<file path="src/pkg/lcsc_pkg.sv">
/*
  Package for the line card serial control block: register layout,
  field positions, reset values, timing counts and carrier types.
  Assumes a 40 MHz system clock and a controller shift clock of at
  most 128 kHz sampled as an ordinary asynchronous input.
*/
package lcsc_pkg;

  // ==========================================================
  // Timing
  // ==========================================================
  localparam int CLOCK_HZ = 40_000_000;
  localparam int SHIFT_CLOCK_MAX_HZ = 128_000;
  // Least shift clock period in system cycles, rounded down
  localparam int SHIFT_PERIOD_CYCLES = CLOCK_HZ / SHIFT_CLOCK_MAX_HZ;

  // ==========================================================
  // Frame sizes
  // ==========================================================
  localparam int WRITE_BITS = 8;
  localparam int STATUS_BITS = 12;
  localparam logic [3:0] WRITE_LAST = 4'h7;
  localparam logic [3:0] STATUS_LAST = 4'hB;

  // ==========================================================
  // Written byte fields
  // ==========================================================
  localparam int SEL_BIT = 0;
  localparam int VALID_BIT = 7;
  localparam logic SEL_FEED = 1'b0;
  localparam logic SEL_CONTROL = 1'b1;

  // Feed configuration
  localparam int FEED_STANDBY = 1;
  localparam int FEED_SPECIAL = 2;
  localparam int FEED_REAL_BATT = 3;
  localparam int FEED_LIM30 = 4;
  localparam int FEED_LIM20 = 5;
  localparam int FEED_LIM12 = 6;
  localparam logic [5:0] LIMIT_STEP30 = 6'h1E;
  localparam logic [5:0] LIMIT_STEP20 = 6'h14;
  localparam logic [5:0] LIMIT_STEP12 = 6'h0C;

  // Line control
  localparam int CTRL_GPO = 1;
  localparam int CTRL_AIO_OUT = 2;
  localparam int CTRL_TAX_ON = 3;
  localparam int CTRL_REVERSE = 4;
  localparam int CTRL_RING = 5;
  localparam int CTRL_TAX_NOVAR = 6;

  // Status word fields
  localparam int ST_HOOK = 0;
  localparam int ST_CMP = 1;
  localparam int ST_GK = 2;
  localparam int ST_TW = 3;
  localparam int ST_ECHO_LO = 4;

  // Reset values: standby with no current limit means power down
  localparam logic [7:0] FEED_RESET = 8'h02;
  localparam logic [7:0] CTRL_RESET = 8'h01;
  localparam logic [7:0] ECHO_RESET = 8'h00;

  // ==========================================================
  // Carrier types
  // ==========================================================
  typedef struct packed {
    logic hookState;
    logic compareResult;
    logic groundKeyFlag;
    logic thermalOver;
  } lcsc_line_sense_s;

  typedef struct packed {
    logic standbyState;
    logic talkState;
    logic powerDownState;
    logic specialChar;
    logic realBattery;
    logic [5:0] currentLimitMa;
    logic generalPurposeOutput;
    logic analogIoOutMode;
    logic taxPulseOn;
    logic reverseBattery;
    logic taxDropNoVariation;
    logic ringRelay;
  } lcsc_line_drive_s;

endpackage : lcsc_pkg

</file>
<file path="src/rtl/lcsc_serial_control.sv">
/*
  Line card serial control: four-wire serial slave carrying two
  write-only configuration bytes and a twelve-bit status word, the
  decoded line state, and ring relay control.
  Assumes shiftClk, chipSelN, readWriteSel, dataIn and all line sense
  inputs are asynchronous to clock; the analog front end supplies
  ring zero crossing and ring trip pulses as levels from comparators.
*/
// Contract
// With select low and write mode, capture a data bit per clock rise.
// With select low and read mode, shift output word per clock rise.
// On read, bit zero appears at select, and again at first rise.
// Data pin released whenever chip select is high.
// Controller keeps shift clock at or below 128 kHz.
// Bit zero travels first, higher bits follow in order.
// Written bit zero picks feed byte (0) or control byte (1).
// Commit byte at select rise only when bit seven is one.
// Feed bits: 1 standby, 2 special characteristic, 3 real battery.
// Feed bits 4,5,6 add 30, 20, 12 mA to current limit.
// Power down when standby set and all limit bits clear.
// Control bits: 1 general output, 2 analog pin mode, 3 tax on.
// Control bits: 4 reverse battery, 5 ringing, 6 no tax variation.
// Status: hook, compare, ground key, thermal in bits zero to three.
// Status bits 4 to 11 echo the last byte written.
// Thermal flag reads one while temperature exceeds threshold.
// Ring relay energised only at a ringing zero crossing; code also raises ringRelay when powerDown clears with relay_reg set.
// Ring relay released on ring trip or ringing bit cleared.
// Controller keeps normal polarity while ringing is enabled.
// Ring trip from start/end comparison of integrated line current.
// Power down on overtemperature or command; drivers released.
// Logic resets at power on and on tax pin reset level.
// Select rising before eight write bits discards the partial byte.
module lcsc_serial_control (
  input wire logic clock,
  input wire logic rst,
  input wire logic shiftClk,
  input wire logic chipSelN,
  input wire logic readWriteSel,
  input wire logic serialDataIoIn,
  output logic serialDataIoOut,
  output logic serialDataIoOeN,
  input wire lcsc_pkg::lcsc_line_sense_s lineSense,
  input wire logic ringZeroCross,
  input wire logic ringIntegralDiffers,
  input wire logic ringPeriodEnd,
  input wire logic taxPulseInputReset,
  output lcsc_pkg::lcsc_line_drive_s lineDrive
);

  // ==========================================================
  // Input synchronisers
  // ==========================================================
  localparam int NSYNC = 9;
  logic [NSYNC-1:0] syncA_reg;
  logic [NSYNC-1:0] syncB_reg;
  logic [NSYNC-1:0] rawIn;
  assign rawIn = {shiftClk, chipSelN, readWriteSel, serialDataIoIn,
                  lineSense, taxPulseInputReset};

  always_ff @(posedge clock or posedge rst) begin
    if (rst) begin
      syncA_reg <= '1;
      syncB_reg <= '1;
    end else begin
      syncA_reg <= rawIn;
      syncB_reg <= syncA_reg;
    end
  end

  logic sClk, sCsN, sRw, sData, sHook, sCmp, sGk, sTw, sTaxRst;
  assign {sClk, sCsN, sRw, sData, sHook, sCmp, sGk, sTw, sTaxRst}
    = syncB_reg;

  logic [1:0] ringSyncA_reg;
  logic [1:0] ringSyncB_reg;
  always_ff @(posedge clock or posedge rst) begin
    if (rst) begin
      ringSyncA_reg <= 2'h0;
      ringSyncB_reg <= 2'h0;
    end else begin
      ringSyncA_reg <= {ringZeroCross, ringIntegralDiffers};
      ringSyncB_reg <= ringSyncA_reg;
    end
  end
  logic sZero, sDiff;
  assign {sZero, sDiff} = ringSyncB_reg;

  logic endSyncA_reg, endSyncB_reg;
  always_ff @(posedge clock or posedge rst) begin
    if (rst) begin
      endSyncA_reg <= 1'b0;
      endSyncB_reg <= 1'b0;
    end else begin
      endSyncA_reg <= ringPeriodEnd;
      endSyncB_reg <= endSyncA_reg;
    end
  end

  // ==========================================================
  // Edge detection and internal reset
  // ==========================================================
  logic clkPrev_reg, csPrev_reg, endPrev_reg;
  always_ff @(posedge clock or posedge rst) begin
    if (rst) begin
      clkPrev_reg <= 1'b1;
      csPrev_reg <= 1'b1;
      endPrev_reg <= 1'b0;
    end else begin
      clkPrev_reg <= sClk;
      csPrev_reg <= sCsN;
      endPrev_reg <= endSyncB_reg;
    end
  end

  logic clkRise, csRise, periodEnd, logicReset;
  assign clkRise = sClk && !clkPrev_reg;
  assign csRise = sCsN && !csPrev_reg;
  assign periodEnd = endSyncB_reg && !endPrev_reg;
  assign logicReset = sTaxRst;

  // ==========================================================
  // Serial shifter
  // ==========================================================
  logic [7:0] rxShift_reg;
  logic [3:0] bitCount_reg;
  logic [11:0] txShift_reg;
  logic [7:0] feed_reg, ctrl_reg, echo_reg;
  logic [11:0] statusWord;

  assign statusWord = {echo_reg, sTw, sGk, sCmp, sHook};

  logic csLowRead;
  assign csLowRead = !sCsN && !sRw;

  always_ff @(posedge clock or posedge rst) begin
    if (rst) begin
      rxShift_reg <= 8'h00;
      bitCount_reg <= 4'h0;
      txShift_reg <= 12'h000;
    end else if (logicReset || sCsN) begin
      bitCount_reg <= 4'h0;
      txShift_reg <= statusWord;
    end else if (clkRise) begin
      if (sRw) begin
        // LSB first: new bit enters the top, bit zero ends at bit 0
        rxShift_reg <= {sData, rxShift_reg[7:1]};
        if (bitCount_reg <= lcsc_pkg::WRITE_LAST)
          bitCount_reg <= bitCount_reg + 4'h1;
      end else begin
        // First rise repeats bit zero, later rises advance
        if (bitCount_reg != 4'h0)
          txShift_reg <= {1'b0, txShift_reg[11:1]};
        if (bitCount_reg <= lcsc_pkg::STATUS_LAST)
          bitCount_reg <= bitCount_reg + 4'h1;
      end
    end
  end

  // Pin driven only in read with select low, released otherwise
  always_ff @(posedge clock or posedge rst) begin
    if (rst) begin
      serialDataIoOut <= 1'b0;
      serialDataIoOeN <= 1'b1;
    end else begin
      serialDataIoOeN <= !csLowRead;
      serialDataIoOut <= csLowRead ? txShift_reg[0] : 1'b0;
    end
  end

  // ==========================================================
  // Register commit
  // ==========================================================
  logic commitOk;
  assign commitOk = csRise && sRw
    && bitCount_reg == 4'(lcsc_pkg::WRITE_BITS)
    && rxShift_reg[lcsc_pkg::VALID_BIT];

  always_ff @(posedge clock or posedge rst) begin
    if (rst) begin
      feed_reg <= lcsc_pkg::FEED_RESET;
      ctrl_reg <= lcsc_pkg::CTRL_RESET;
      echo_reg <= lcsc_pkg::ECHO_RESET;
    end else if (logicReset) begin
      feed_reg <= lcsc_pkg::FEED_RESET;
      ctrl_reg <= lcsc_pkg::CTRL_RESET;
      echo_reg <= lcsc_pkg::ECHO_RESET;
    end else if (commitOk) begin
      echo_reg <= rxShift_reg;
      if (rxShift_reg[lcsc_pkg::SEL_BIT] == lcsc_pkg::SEL_FEED)
        feed_reg <= rxShift_reg;
      else
        ctrl_reg <= rxShift_reg;
    end
  end

  // ==========================================================
  // Ring relay
  // ==========================================================
  // Trip latches until software drops ringing, so the relay cannot
  // re-close on the next zero crossing against an off-hook line.
  logic relay_reg, tripped_reg;
  logic ringOn;
  assign ringOn = ctrl_reg[lcsc_pkg::CTRL_RING];

  always_ff @(posedge clock or posedge rst) begin
    if (rst) begin
      relay_reg <= 1'b0;
      tripped_reg <= 1'b0;
    end else if (logicReset || !ringOn) begin
      relay_reg <= 1'b0;
      tripped_reg <= 1'b0;
    end else if (periodEnd && sDiff) begin
      relay_reg <= 1'b0;
      tripped_reg <= 1'b1;
    end else if (!relay_reg && !tripped_reg && sZero) begin
      relay_reg <= 1'b1;
    end
  end

  // ==========================================================
  // Line state decode
  // ==========================================================
  logic [5:0] limitMa;
  logic cmdPowerDown, powerDown;
  assign limitMa =
    (feed_reg[lcsc_pkg::FEED_LIM30] ? lcsc_pkg::LIMIT_STEP30 : 6'h00)
    + (feed_reg[lcsc_pkg::FEED_LIM20] ? lcsc_pkg::LIMIT_STEP20 : 6'h00)
    + (feed_reg[lcsc_pkg::FEED_LIM12] ? lcsc_pkg::LIMIT_STEP12 : 6'h00);
  assign cmdPowerDown = feed_reg[lcsc_pkg::FEED_STANDBY]
    && feed_reg[6:4] == 3'h0;
  assign powerDown = cmdPowerDown || sTw;

  always_ff @(posedge clock or posedge rst) begin
    if (rst) begin
      lineDrive <= '0;
      lineDrive.powerDownState <= 1'b1;
    end else begin
      lineDrive.powerDownState <= powerDown;
      lineDrive.standbyState <= !powerDown
        && feed_reg[lcsc_pkg::FEED_STANDBY];
      lineDrive.talkState <= !powerDown
        && !feed_reg[lcsc_pkg::FEED_STANDBY];
      lineDrive.specialChar <= feed_reg[lcsc_pkg::FEED_SPECIAL];
      lineDrive.realBattery <= feed_reg[lcsc_pkg::FEED_REAL_BATT];
      lineDrive.currentLimitMa <= limitMa;
      lineDrive.generalPurposeOutput <= ctrl_reg[lcsc_pkg::CTRL_GPO];
      lineDrive.analogIoOutMode <= ctrl_reg[lcsc_pkg::CTRL_AIO_OUT];
      lineDrive.taxPulseOn <= ctrl_reg[lcsc_pkg::CTRL_TAX_ON];
      lineDrive.reverseBattery <= ctrl_reg[lcsc_pkg::CTRL_REVERSE];
      lineDrive.taxDropNoVariation <= ctrl_reg[lcsc_pkg::CTRL_TAX_NOVAR];
      lineDrive.ringRelay <= relay_reg && !powerDown;
    end
  end
endmodule : lcsc_serial_control

</file>
<file path="config.mk">
export PLATFORM = sky130hd
export DESIGN_NAME = lcsc_serial_control
export DESIGN_NICKNAME = d
export VERILOG_FILES = /design/src/pkg/lcsc_pkg.sv /design/src/rtl/lcsc_serial_control.sv
export SDC_FILE = /design/constraint.sdc
export NUM_CORES = 1
export LEC_CHECK = 0
export BUFFER_PORTS_ARGS = -buffer_cell sky130_fd_sc_hd__buf_2
export CORE_ASPECT_RATIO = 1.75
export CORE_UTILIZATION = 40
export DETAILED_ROUTE_END_ITERATION = 8
export PLACE_DENSITY_LB_ADDON = 0.2
export SYNTH_ARGS = -nofsm -noshare
export SYNTH_HDL_FRONTEND = slang
export SYNTH_SLANG_ARGS = --single-unit
</file>
<file path="constraint.sdc">
create_clock -name clock -period 5.5 [get_ports clock]
set_input_delay 1.375 -clock clock [delete_from_list [all_inputs] [get_ports clock]]
set_output_delay 1.375 -clock clock [all_outputs]
set_load 0.02 [all_outputs]
</file>
======== Word level (Yosys, flattened, before mapping) ========
Cells that the tools add are included.
word-level totals
  bits in latches ......................... 0
  bits in registers ....................... 94
  input port bits ......................... 14
  logic and storage cells ................. 109
  bits in writable memories ............... 0
  memories ................................ 0
  bits in read-only memories .............. 0
cells by class
  divide/modulo/power cells ............... 0
  add/subtract/negate cells ............... 3
  multiply operators ...................... 0
  muxes and demuxes ....................... 26
  reduce and logical (&&, ||, !) cells .... 42
  $lt $le $gt $ge ......................... 2
  shift-type cells ........................ 0
  bitwise operators ....................... 1
  equality and inequality tests ........... 4
operators by type and width
  kind                                                  number
  2-to-1 mux 12 bit                                     4
  2-to-1 mux 7 bit                                      6
  2-to-1 mux 4 bit                                      6
  2-to-1 mux 8 bit                                      2
  logical AND 1 bit                                     14
  logical NOT 1 bit                                     11
  2-to-1 mux 5 bit                                      2
  nonzero test 2 bit                                    5
  AND reduction 3 bit                                   3
  adder 5 x 5 -> 6 bit                                  1
  adder 6 x 4 -> 6 bit                                  1
  2-to-1 mux 1 bit                                      6
  nonzero test 3 bit                                    2
  adder 4 x 1 -> 4 bit (second input constant)          1
  == test 4 bit (second input constant)                 1
  <= comparator 4 x 3 -> 1 bit (second input constant)  1
  <= comparator 4 bit (second input constant)           1
  AND reduction 2 bit                                   2
  nonzero test 4 bit                                    1
  logical NOT 3 bit                                     1
  logical OR 1 bit                                      3
  != test 3 x 1 -> 1 bit (second input constant)        1
  != test 2 x 1 -> 1 bit (second input constant)        1
  != test 2 bit (second input constant)                 1
  NOT 1 bit                                             1

======== Depth between registers and ports, before layout ========
Gate-level depths: netlist (run 1).
  depth in word-level cells ............... 7
  gate-level depth with buffers ........... 7
  depth with buffers taken out ............ 5

======== Least setup slack after synthesis (run 1) ========
Ideal clock, no wire load.
  path kind ............................... reg-to-output
  from .................................... reg lineDrive[14] in the netlist's numbering
  to ...................................... out lineDrive[14] in the netlist's numbering
  cell stages (with the launch flop) ...... 1
  path slack .............................. 3.571 ns
  arrival time ............................ 0.554 ns
  data required time ...................... 4.125 ns
  cell sequence ........................... dfstp_2
RTL lines
  item             RTL line                   RTL
  start, declared  lcsc_serial_control.sv:47  output lcsc_pkg::lcsc_line_drive_s lineDrive
No word-level cell between the ends.

======== Final worst setup path (run 1) ========
  from .................................... reg serialDataIoOeN
  to ...................................... out serialDataIoOeN
RTL lines
  item                    RTL line                    RTL
  start, declared         lcsc_serial_control.sv:41   output logic serialDataIoOeN,
  start signal, assigned  lcsc_serial_control.sv:165  serialDataIoOeN <= !csLowRead;
No word-level cell between the ends.

==> flow_summary.ini, run 1 <==
[logic_synthesis]
synthArstFlopShare_pct = 100
synth_nets = 306
synth.distinct_cells = 39
synth_edf_count = 0
syn-instance-count = 284
synth_area_leaders = dfrtp_1, dfstp_2, o211ai_2
synth_top_area_share_pct = 48.2
synth_commonest_cells = dfrtp_1, nand2_1, dfstp_2, a21oi_1, o21ai_0
synthFlopType = dfrtp_1
synth.most_common_cell = dfrtp_1
avgSynthCellArea_um2 = 12.4
yosysWarnings = 0
synth_top_area_cell = dfrtp_1
synth_seq_cells = 91
syn_area_mm2 = 0.00353
seq_area_frac_synth_pct = 65.4

[min_path]
min_from = ringSyncA_reg[1]
holdPathStages = 0
min_to = ringSyncB_reg[1]
min_path_type = flip-flop to flip-flop

[clock_network]
clockBufferDepth = 2
cts_buffers = 9
clock_latency_ns = 0.33
holdBufCountCts = 0
tritoncts = built
cts.sink_count = 91
clk_pin_slew_ns = 0.07
h-tree-depth = 3
post_cts_resized = 0
cts_root_buffer = clkbuf_16
post_cts_buffers = 0

[worst_setup_path]
cp_top_family = flip-flops
timing.rr.start = bitCount_reg[0]
worstPathMaxFanout = 1
endpoint_kind = output pin
cp.arrival_ns = 0.99
worstSetupPathType = flip-flop to output pin
regToRegEndpoint = feed_reg[1]
reg2reg_depth = 5
slowest_stage = dfstp_2
required_ns = 4.12
path_cells = buf_2
max_stage_delay_ns = 0.51
r2r_setup_slack_ns = 3.53
path_buf_inv = 1
start_kind = flip-flop

[routing]
firstDrtPassIters = 6
vias_per_cell = 5.04
ant_nets = 0
wire_per_inst_um = 14.5
totalWireLength_mm = 6.30
drt_iter0_drc = 123
vias = 2188
remaining_drc_errors = 0

[grt]
grt_max_degree = 54
grt_pass1_vias = 2253
antenna_found_initial = 0
grt_pass1_wl_mm = 11.2
grt_overflow = 0
gr-usage-all-layers_pct = 16.2

[cells_and_area]
finalInstanceArea_mm2 = 0.00408
nFillCells = 773
layout.nets = 334
instances_no_fill = 434
largest_reg_flops = 16
area_growth_pct = 15.6
multi_input_area_mm2 = 0.00109
diodes = 0
drive_above_1_share_pct = 30.3
final-seq-area_mm2 = 0.00231

[die]
fp.dieH_um = 126
chipWidth_um = 73.0
die_area_mm2 = 0.00922
core_mm2 = 0.00861
io_pins = 33
start_util_pct = 41.0
rows = 45

[placement]
dp_hpwl_mm = 4.26
place_congestion = 0.789
placed_cell_area_mm2 = 0.00378
placed_cells = 418
io_buffers = 31

[power_and_ir_drop]
ir_drop_mv = 0.342
p_leak_nw = 1.83
finalPower_mw = 1.37
power_density_mw_per_mm2 = 337

[sta]
finalCritPeriodShare_pct = 43.0
setup_viol = 0
tightest_slew_ns = 0.875
final_hold_viol_count = 0
period_minus_slack_ns = 2.37
rsz0062_at_grt = no
max_freq_mhz = 422
slew_violations = 0
relSlewSlack_pct = 41.7
worst_clock_skew_ns = 0.00610
fin_tns_setup_ns = 0

[outcome]
status = finished clean

[run]
cap_violations = 0
## power breakdown
| group | switching, mW | internal [mW] |
|---|---|---|
| Combinational | 0.0342 | 0.0168 |
| Sequential | 0.0176 | 0.695 |
| Clock | 0.244 | 0.366 |
| Total | 0.296 | 1.08 |
## cell usage in the layout (no fill, tap or decap), types with 5 or more instances in the layout
master	netlist	routed
dfrtp_1	68	68
a21oi_1	22	22
nand3_1	12	12
ha_1	5	5
buf_2	4	31
mux2_2	8	8
dfstp_2	23	23
inv_1	12	11
o211ai_1	12	12
nor2_1	8	8
clkbuf_16	0	9
nand2_1	24	24
nand4_1	13	13
o211ai_2	10	10
o21ai_0	22	22
## layer usage
metal	wire length [µm]	vias up	GRT usage [%]
li1	-	1051	-
met1	2520	1104	19.6
met2	3510	25	26.7
met3	137	8	3.68
met4	135	0	7.61
met5	0	-	0
## how the worst max path moves through the flow
stage	cells after the start	end	startpoint
detailed placement	3	syncB_reg[2]	rst
floorplan	1	bitCount_reg[0]	rst
global placement	3	syncB_reg[1]	rst
global route	3	txShift_reg[6]	rst
finish	1	serialDataIoOeN	serialDataIoOeN
CTS	1	serialDataIoOeN	serialDataIoOeN
## final cells by class
class | count | share of cell area (%)
clock inverters | 5 | 1.47
well taps | 117 | 3.59
multi-input cells | 163 | 26.8
flip-flops and latches | 91 | 56.5
inverters | 12 | 1.13
clock buffers | 11 | 5.95
repair buffers | 35 | 4.54
## cells by family (layout without fill, tap and decap cells)
family,count (synthesis),after routing,synth area share [%]
compound gates,70,70,13.2
other cells,1,1,0.106
fa+ha+maj,8,8,3.48
buf+inv,30,63,3.87
simple gates,75,75,11.2
mux,9,9,2.84
flops,91,91,65.4
## through the flow
stage	utilization, %	hold WS [ns]	setup WS (ns)
finish	47.3	0.352	3.13
global route	47.3	0.358	3.02
CTS	47.3	0.356	3.12
detailed placement	43.8	0.340	2.84
global placement	43.8	0.336	2.88
floorplan	-	0.331	1.80
(Power assumes the default switching activity.)
==> run 2, diff against run 1 <==
Clock period 5.5 ns to 2.4 ns, I/O delays scaled along.
==> flow_summary.ini, run 2 (synthesis gave the netlist of run 1 again) <==
[placement]
preCtsSetupSlack_ns = 0.566
io_buffers = 31
placed_cells = 422
dp_hpwl_mm = 4.42
place_congestion = 0.755
placed_cell_area_mm2 = 0.00382

[power_and_ir_drop]
p_leak_nw = 1.88
intPower_mw = 2.72
seqPwrFrac_pct = 47.9
ir_drop_mv = 0.560
swShare_pct = 20.1
switchingPower_mw = 0.685
p_comb_share_pct = 3.8
power_density_mw_per_mm2 = 814
power.share.clock_pct = 48.3

[sta]
setup_viol = 0
slew_violations = 0
fin_tns_setup_ns = 0
rsz0062_at_grt = no
max_freq_mhz = 548
worst_hold_slack_ns = 0.348
final_hold_viol_count = 0
period_minus_slack_ns = 1.82
worst_clock_skew_ns = 0.00388
tightest_slew_ns = 0.653
finalCritPeriodShare_pct = 76.0
relSlewSlack_pct = 56.5
setup_slack_ns = 0.577

[worst_setup_path]
path_cells = or3b_4 -> or2_1 -> o211ai_2
path_buf_inv = 0
cp.arrival_ns = 2.07
required_ns = 2.65
worstPathMaxFanout = 13
endpoint_kind = flip-flop
slowest_stage = dfstp_2
max_stage_delay_ns = 0.54
start_kind = flip-flop
worstSetupPathType = flip-flop to flip-flop
cp_top_family = simple AND/OR/NAND/NOR gates

[routing]
vias_per_cell = 5.11
firstDrtPassIters = 4
vias = 2237
drt_iter0_drc = 109
wire_per_inst_um = 15.1
totalWireLength_mm = 6.60
remaining_drc_errors = 0
ant_nets = 0

[clock_network]
holdBufCountCts = 0
clk_pin_slew_ns = 0.06
tritoncts = built
post_cts_resized = 0
cts.sink_count = 91
cts_root_buffer = clkbuf_16
h-tree-depth = 3
post_cts_buffers = 0
clock_latency_ns = 0.33
clockBufferDepth = 2
cts_buffers = 9

[die]
core_mm2 = 0.00861
chipWidth_um = 73.0
die_area_mm2 = 0.00922
start_util_pct = 41.0
io_pins = 33
fp.dieH_um = 126
rows = 45

[min_path]
min_path_type = primary input to asynchronous set/reset pin

[run]
cap_violations = 0

[cells_and_area]
largest_reg_flops = 16
area_growth_pct = 18.5
mostFrequentLayoutCell = dfrtp_1
finalInstanceArea_mm2 = 0.00418
instances_no_fill = 438
final_cell_mix = dfrtp_1, buf_2, nand2_1
layout.nets = 338
drive_above_1_share_pct = 31.5
diodes = 0

[grt]
gr-usage-all-layers_pct = 16.6
grt_overflow = 0
grt_max_degree = 43
grt_pass1_wl_mm = 11.4
grt_pass1_vias = 2242
antenna_found_initial = 0

[outcome]
status = finished clean
-- run 2: cell type report --
type	instances	area, µm²
well taps	117	146
inverters	12	48.8
multi-input cells	163	1090
clock buffers	11	253
flip-flops and latches	91	2310
repair buffers	39	228
clock inverters	5	108
fillers	771	4430
-- run 2: worst paths after layout --
check | from | endpoint | slack [ns] | depth (start not counted)
worst min-delay path | rst | feed_reg[3] | 0.35 | 2
worst min register to register | ringSyncA_reg[1] | ringSyncB_reg[1] | 0.35 | 0
min in group clock | ringSyncA_reg[1] | ringSyncB_reg[1] | 0.35 | 0
max in group asynchronous | rst | clkPrev_reg | 1.36 | 3
worst max-delay path | syncB_reg[8] | txShift_reg[1] | 0.58 | 3
worst max register to register | syncB_reg[8] | txShift_reg[1] | 0.58 | 3
-- run 2: power by group through the flow --
stage          Combinational (mW)  Sequential [mW]  Clock [mW]
2_1_floorplan              0.0910             1.64           0
3_3_place_gp                0.130             1.66           0
3_5_place_dp                0.134             1.66           0
4_1_cts                     0.134             1.63        1.68
5_1_grt                     0.147             1.64        1.73
6_report                    0.130             1.63        1.64
-- run 2: per-stage QoR --
step                total power [mW]  util [%]
floorplan                       1.74         -
global placement                1.79      44.4
detailed placement              1.79      44.4
CTS                             3.44      48.5
global route                    3.51      48.5
finish                          3.40      48.5
-- run 2: per-layer routing --
layer	track usage, %	routed length, µm	vias up
met1	19.6	2700	1126
met2	27.8	3590	38
met5	0	0	-
met3	3.68	155	14
li1	-	-	1059
met4	8.42	163	0
